### src/shared/piob_pkg.sv
// package: register offsets, field layouts and carrier structs for the io base register bank
package piob_pkg;
   // configuration offsets (byte addresses in function 0 header)
   localparam logic [7:0] OFS_NONLEGACY = 8'h10;
   localparam logic [7:0] OFS_GAME = 8'h14;
   localparam logic [7:0] OFS_MIDI = 8'h18;
   localparam logic [7:0] OFS_FM = 8'h1c;
   // lowest writable bit of each base field
   localparam int LSB_NONLEGACY = 7;
   localparam int LSB_GAME = 4;
   localparam int LSB_MIDI = 2;
   localparam int LSB_FM = 3;
   // io flag position and value after reset of base fields
   localparam int IO_FLAG_BIT = 0;
   localparam logic [31:0] BASE_RESET = 32'h0000_0000;
   localparam logic [2:0] FUNC_AUDIO = 3'h0;
   // fixed offsets of sub-devices behind the non-legacy base
   localparam logic [6:0] NL_TIMER = 7'h00;
   localparam logic [6:0] NL_SERIAL = 7'h10;
   localparam logic [6:0] NL_HOSTDSP = 7'h20;
   localparam logic [6:0] NL_CODEC = 7'h30;
   localparam logic [6:0] NL_IRQCTL = 7'h40;
   localparam logic [6:0] NL_END = 7'h44;

   // configuration access from the pci target core
   typedef struct packed {
      logic valid;
      logic write;
      logic [2:0] func;
      logic [7:0] offset;
      logic [3:0] be;
      logic [31:0] wdata;
   } piob_cfg_req_t;

   // io-space decode result
   typedef struct packed {
      logic hit_timer;
      logic hit_serial;
      logic hit_hostdsp;
      logic hit_codec;
      logic hit_irqctl;
      logic hit_game;
      logic hit_midi;
      logic hit_fm;
   } piob_io_sel_t;
endpackage : piob_pkg

### src/rtl/piob_regs.sv
// io base address register bank of function 0 with io cycle decode
`timescale 1ns/1ps
`default_nettype none
module piob_regs (
   input wire logic clk_sys,
   input wire logic rst,
   input wire piob_pkg::piob_cfg_req_t cfg_req,
   output var logic [31:0] cfg_rdata,
   output var logic cfg_ack,
   input wire logic io_valid,
   input wire logic [31:0] io_addr,
   output var piob_pkg::piob_io_sel_t io_sel,
   output var logic io_claim,
   output var logic [6:0] io_offset
);
   logic [31:piob_pkg::LSB_NONLEGACY] nl_base;
   logic [31:piob_pkg::LSB_GAME] game_base;
   logic [31:piob_pkg::LSB_MIDI] midi_base;
   logic [31:piob_pkg::LSB_FM] fm_base;

   // function and offset decode of configuration accesses
   wire logic cfg_fn0 = cfg_req.valid && (cfg_req.func == piob_pkg::FUNC_AUDIO);
   wire logic sel_nl = cfg_fn0 && (cfg_req.offset == piob_pkg::OFS_NONLEGACY);
   wire logic sel_game = cfg_fn0 && (cfg_req.offset == piob_pkg::OFS_GAME);
   wire logic sel_midi = cfg_fn0 && (cfg_req.offset == piob_pkg::OFS_MIDI);
   wire logic sel_fm = cfg_fn0 && (cfg_req.offset == piob_pkg::OFS_FM);
   wire logic do_wr = cfg_req.write;

   // byte-lane merge of write data into the current register image
   function automatic logic [31:0] merge(input logic [31:0] cur, input logic [31:0] wd, input logic [3:0] be);
      logic [31:0] res;
      res = cur;
      for (int i = 0; i < 4; i++) begin
         if (be[i]) begin
            res[i*8 +: 8] = wd[i*8 +: 8];
         end
      end
      return res;
   endfunction : merge

   // read images: reserved bits zero, io flag one
   wire logic [31:0] img_nl = {nl_base, 6'h00, 1'b1};
   wire logic [31:0] img_game = {game_base, 3'h0, 1'b1};
   wire logic [31:0] img_midi = {midi_base, 1'b0, 1'b1};
   wire logic [31:0] img_fm = {fm_base, 2'h0, 1'b1};
   wire logic [31:0] mg_nl = merge(img_nl, cfg_req.wdata, cfg_req.be);
   wire logic [31:0] mg_game = merge(img_game, cfg_req.wdata, cfg_req.be);
   wire logic [31:0] mg_midi = merge(img_midi, cfg_req.wdata, cfg_req.be);
   wire logic [31:0] mg_fm = merge(img_fm, cfg_req.wdata, cfg_req.be);
   wire logic [31:0] next_rdata = sel_nl ? img_nl : sel_game ? img_game :
                                  sel_midi ? img_midi : sel_fm ? img_fm : 32'h0000_0000;

   // base field storage; only writable bits are kept
   // bit 0 and the reserved bits have no flops, so writes to them simply fall away
   always_ff @(posedge clk_sys) begin
      if (rst) begin
         nl_base <= piob_pkg::BASE_RESET[31:piob_pkg::LSB_NONLEGACY];
         game_base <= piob_pkg::BASE_RESET[31:piob_pkg::LSB_GAME];
         midi_base <= piob_pkg::BASE_RESET[31:piob_pkg::LSB_MIDI];
         fm_base <= piob_pkg::BASE_RESET[31:piob_pkg::LSB_FM];
      end else if (do_wr) begin
         if (sel_nl) nl_base <= mg_nl[31:piob_pkg::LSB_NONLEGACY];
         if (sel_game) game_base <= mg_game[31:piob_pkg::LSB_GAME];
         if (sel_midi) midi_base <= mg_midi[31:piob_pkg::LSB_MIDI];
         if (sel_fm) fm_base <= mg_fm[31:piob_pkg::LSB_FM];
      end
   end

   // configuration read data and acknowledge
   always_ff @(posedge clk_sys) begin
      if (rst) begin
         cfg_rdata <= 32'h0000_0000;
         cfg_ack <= 1'b0;
      end else begin
         cfg_rdata <= (cfg_req.valid && !do_wr) ? next_rdata : 32'h0000_0000;
         cfg_ack <= cfg_req.valid;
      end
   end

   // a zero base after reset still decodes address zero; software programs the bases before io
   // io range compare against each base field
   wire logic hit_nl = io_valid && (io_addr[31:piob_pkg::LSB_NONLEGACY] == nl_base);
   wire logic hit_game = io_valid && (io_addr[31:piob_pkg::LSB_GAME] == game_base);
   wire logic hit_midi = io_valid && (io_addr[31:piob_pkg::LSB_MIDI] == midi_base);
   wire logic hit_fm = io_valid && (io_addr[31:piob_pkg::LSB_FM] == fm_base);
   wire logic [6:0] nl_off = io_addr[6:0];
   // non-legacy sub-device decode at fixed offsets
   wire logic in_timer = hit_nl && (nl_off < piob_pkg::NL_SERIAL);
   wire logic in_serial = hit_nl && (nl_off >= piob_pkg::NL_SERIAL) && (nl_off < piob_pkg::NL_HOSTDSP);
   wire logic in_hostdsp = hit_nl && (nl_off >= piob_pkg::NL_HOSTDSP) && (nl_off < piob_pkg::NL_CODEC);
   wire logic in_codec = hit_nl && (nl_off >= piob_pkg::NL_CODEC) && (nl_off < piob_pkg::NL_IRQCTL);
   wire logic in_irq = hit_nl && (nl_off >= piob_pkg::NL_IRQCTL) && (nl_off < piob_pkg::NL_END);
   wire logic any_hit = in_timer | in_serial | in_hostdsp | in_codec | in_irq | hit_game | hit_midi | hit_fm;
   // fm hits steer to game-audio register subset, low bits as offset
   wire logic [6:0] next_off = hit_nl ? nl_off :
                               hit_fm ? {4'h0, io_addr[2:0]} :
                               hit_game ? {3'h0, io_addr[3:0]} :
                               hit_midi ? {5'h00, io_addr[1:0]} : 7'h00;

   // registered decode outputs
   always_ff @(posedge clk_sys) begin
      if (rst) begin
         io_sel <= '0;
         io_claim <= 1'b0;
         io_offset <= 7'h00;
      end else begin
         io_sel.hit_timer <= in_timer;
         io_sel.hit_serial <= in_serial;
         io_sel.hit_hostdsp <= in_hostdsp;
         io_sel.hit_codec <= in_codec;
         io_sel.hit_irqctl <= in_irq;
         io_sel.hit_game <= hit_game | hit_fm;
         io_sel.hit_midi <= hit_midi;
         io_sel.hit_fm <= hit_fm;
         io_claim <= any_hit;
         io_offset <= next_off;
      end
   end
endmodule : piob_regs
`default_nettype wire

### config.mk
export PLATFORM = sky130hd
export DESIGN_NAME = piob_regs
export DESIGN_NICKNAME = d
export VERILOG_FILES = /design/src/shared/piob_pkg.sv /design/src/rtl/piob_regs.sv
export SDC_FILE = /design/constraint.sdc
export NUM_CORES = 1
export LEC_CHECK = 0
export BUFFER_PORTS_ARGS = -buffer_cell sky130_fd_sc_hd__buf_2
export CORE_MARGIN = 3
export CORE_UTILIZATION = 35
export CTS_CLUSTER_DIAMETER = 30
export DETAILED_ROUTE_END_ITERATION = 10
export SLEW_MARGIN = 15
export SYNTH_ARGS = -nofsm -noshare
export SYNTH_HDL_FRONTEND = slang
export SYNTH_SLANG_ARGS = --single-unit
### constraint.sdc
create_clock -name clk_sys -period 2.5 [get_ports clk_sys]
set_input_delay 0.5 -clock clk_sys [delete_from_list [all_inputs] [get_ports clk_sys]]
set_output_delay 0.5 -clock clk_sys [all_outputs]
set_load 0.01 [all_outputs]
==> out/qor.txt <==
Outcome: complete, no violations
Final Max Slew Viols: 0
Flops & latches, synth: 160
Switching power: 1.36 mW
Most common cell on crit path: nand4_1
First-pass GRT wire length: 37,200 um
Max-cap violation count: 0
Mapped Area: 7560 um^2
Post-CTS sizing: 0
CTS H-tree lvls: 4
Initial antenna violation count: 0
CTS Buf Count: 17
Hpwl dp: 17,400 um
Clock power frac: 49.6%
Final non-filler cell total: 1,269
TritonRoute pass-1 iters: 5
Drt total wl: 24,200 um
Switching Share: 23.2%
CP top delay family: simple AND/OR/NAND/NOR gates
Setup TNS: 0 ns
Worst path bufs/invs: 0
Net count reported at finish: 1,065
Leakage power: 3.52 nW
Comb pwr share: 6.8%
Initial DRC Count: 687
Initial core utilization: 35.8%
PD cells: 631 nW/um^2
Syn avg cell area: 8.80 um^2
TritonCTS clock tree: yes
RSZ-0062 raised after global routing: false
Area growth, synth to finish: 22.4%
Required @ worst endpoint: 2.87 ns
Hold Fails Final Rpt: 0
Synth warnings: 0
Vert. Die Dim: 153 um
Vias: 6,691
Worst Max-Slew Pin Slew: 0.568 ns
Clock skew: 0.00837 ns
FF-to-FF setup slack: 0.35 ns
CTS sink count: 160
Int Pwr: 4.49 mW
WL/cell: 19.1 um
Core box area: 21,200 um^2
Compound-Gate Fraction of Synth Area: 12.9%
Remaining DRCs: 0
Crit path cell chain: xnor2_1 -> nand4_1 -> nor4_1 -> nand4_1 -> a41oi_1 -> and2_1
Die extent in x: 153 um
F_max: 0.466 GHz
Mapped Cells: 860
Hold Worst Slack: 0.278 ns
Part of the power in registers: 43.6%
Number of global-route vias before repair: 6,379
Max IR drop VDD: 0.384 mV
CP max stage cell: nor4_1
CTS Buffer Depth: 2
# Post-CTS Setup Buffers: 0
Period minus WS final: 2.15 ns
Seq/Total Area, Yosys: 42.3%
Fillers: 2,112
Vias/cell: 5.27
Clk slew on worst S/H paths: 0.06 ns
Row cnt: 53
Most frequent cells in the layout: dfxtp_1, buf_2, nor2_1
Xor and xnor area share after synthesis: 12.6%
Syn_nets: 944
Crit. End Element: flop
GRT overflow: 0
Placed instance count: 1,237
Antenna Violating Nets Remaining: 0
Synth Area in Simple Gates: 17.6%
Max transition margin: 62.1%
Tcrit/Tclk final: 85.9%
Crit path arrival time: 2.52 ns
Die area: 23,400 um^2
Max FO, Critical Path: 3
Total track usage: 20.3%
Clock root cell: clkbuf_16
Hold Buf Count CTS: 0
IO Port Bufs: 129
Commonest non-fill, non-tap cell in the layout: dfxtp_1
Delay of the slowest cell on the worst path: 0.47 ns
Latest clock arrival within the worst-skew pair: 0.43 ns
Worst Setup Slack, final: 0.353 ns
Final setup viols: 0
I/O Pins: 133
Mux contribution to synthesized area: 10.9%
HP Class: input port to flop
Synth Area in Adders: 0%
Combinational family with the most area after synthesis: simple AND/OR/NAND/NOR gates
Synth unique cells: 46
Total power draw: 5.84 mW
Worst slack, placed: 0.0705 ns
Crit Path Category: flop to flop
CP Launch Type: flop
Routability cong.: 0.872
Largest net degree at the start of global routing: 122
Layout cells sized above 1: 24.2%
[layer usage]
metal	vias to the layer above	GRT usage, %	routed length (um)
met5	-	0	0
met3	27	3.74	1560
met1	3226	29.1	11400
li1	3187	-	-
met2	251	30.9	10800
met4	0	6.58	493
[worst register-to-register path, cell delays in order, from the launching register on]
cell and delay [ns]:
dfxtp_1 0.33, xnor2_1 0.29, nand4_1 0.16, nor4_1 0.47, nand4_1 0.30, a41oi_1 0.37
and2_1 0.16
[registers in the layout, summed over array words and instances (netlist names)]
| signal | cells |
|---|---|
| cfg_ack | 1 |
| midi_base | 30 |
| nl_base | 25 |
| cfg_rdata | 31 |
| io_offset | 7 |
| fm_base | 29 |
| game_base | 28 |
| io_sel | 8 |
| io_claim | 1 |
[worst paths after layout]
kind,start,cells after the start,endpoint
setup / recovery,midi_base[15],6,io_offset[1]
hold / removal,io_addr[0],2,io_offset[0]
setup reg to reg,midi_base[15],6,io_offset[1]
hold reg to reg,game_base[11],2,game_base[11]
[kinds of logic after synthesis]
kind of cell           Yosys count
multiplexers                    79
AND/OR/NAND/NOR                264
other                            1
flip-flops                     160
AO/OA/AOI/OAI                  179
XOR/XNOR                       109
buffers and inverters           68
[cells in the mapped netlist, drive strengths merged]
master    n  area [um^2]
dfxtp   160         3200
nor2    130          606
a21oi    89          445
nand2    65          244
xnor2    61          534
o21ai    60          300
mux2i    54          541
clkbuf   50          191
xor2     48          420
a22oi    25          188
mux2     25          282
nand4    21          138
nor4     21          146
buf      13         68.8
and2      6         37.5
inv       5         18.8
nand2b    4         25.0
and4b     2         20.0
nand3     2         10.0
nor2b     2         12.5
nor3      2         15.0
or2       2         12.5
a222oi    1         10.0
a31oi     1         6.26
a41oi     1         8.76
and4      1         8.76
and4bb    1         12.5
conb      1         3.75
nor3b     1         7.51
nor4b     1         8.76
o21bai    1         7.51
o22ai     1         6.26
or3       1         6.26
or3b      1         8.76
or4       1         11.3
[area by class of cell]
class                           instances  area (um^2)  share of cell area [%]
Inverter                                5         18.8                   0.203
Antenna cell                            1         2.50                  0.0270
Sequential cell                       160         3200                    34.6
Tap cell                              275          344                    3.72
Clock buffer                           19          443                    4.78
Clock inverter                         12          208                    2.24
Timing Repair Buffer                  165          956                    10.3
Multi-Input combinational cell        632         4090                    44.1
[metrics by stage]
stage	area [um^2]	utilization [%]
floorplan	7560	-
global placement	8610	40.7
detailed placement	8610	40.7
CTS	9260	43.8
global route	9260	43.8
finish	9260	43.8
[power groups by stage]
| stage | logic [mW] | registers [mW] | clock network [mW] |
|---|---|---|---|
| global placement | 0.394 | 2.61 | 0 |
| CTS | 0.394 | 2.55 | 2.93 |
| detailed placement | 0.391 | 2.61 | 0 |
| global route | 0.424 | 2.55 | 3.03 |
| finish | 0.399 | 2.55 | 2.90 |
| floorplan | 0.191 | 2.61 | 0 |
(Power assumes the default switching activity.)
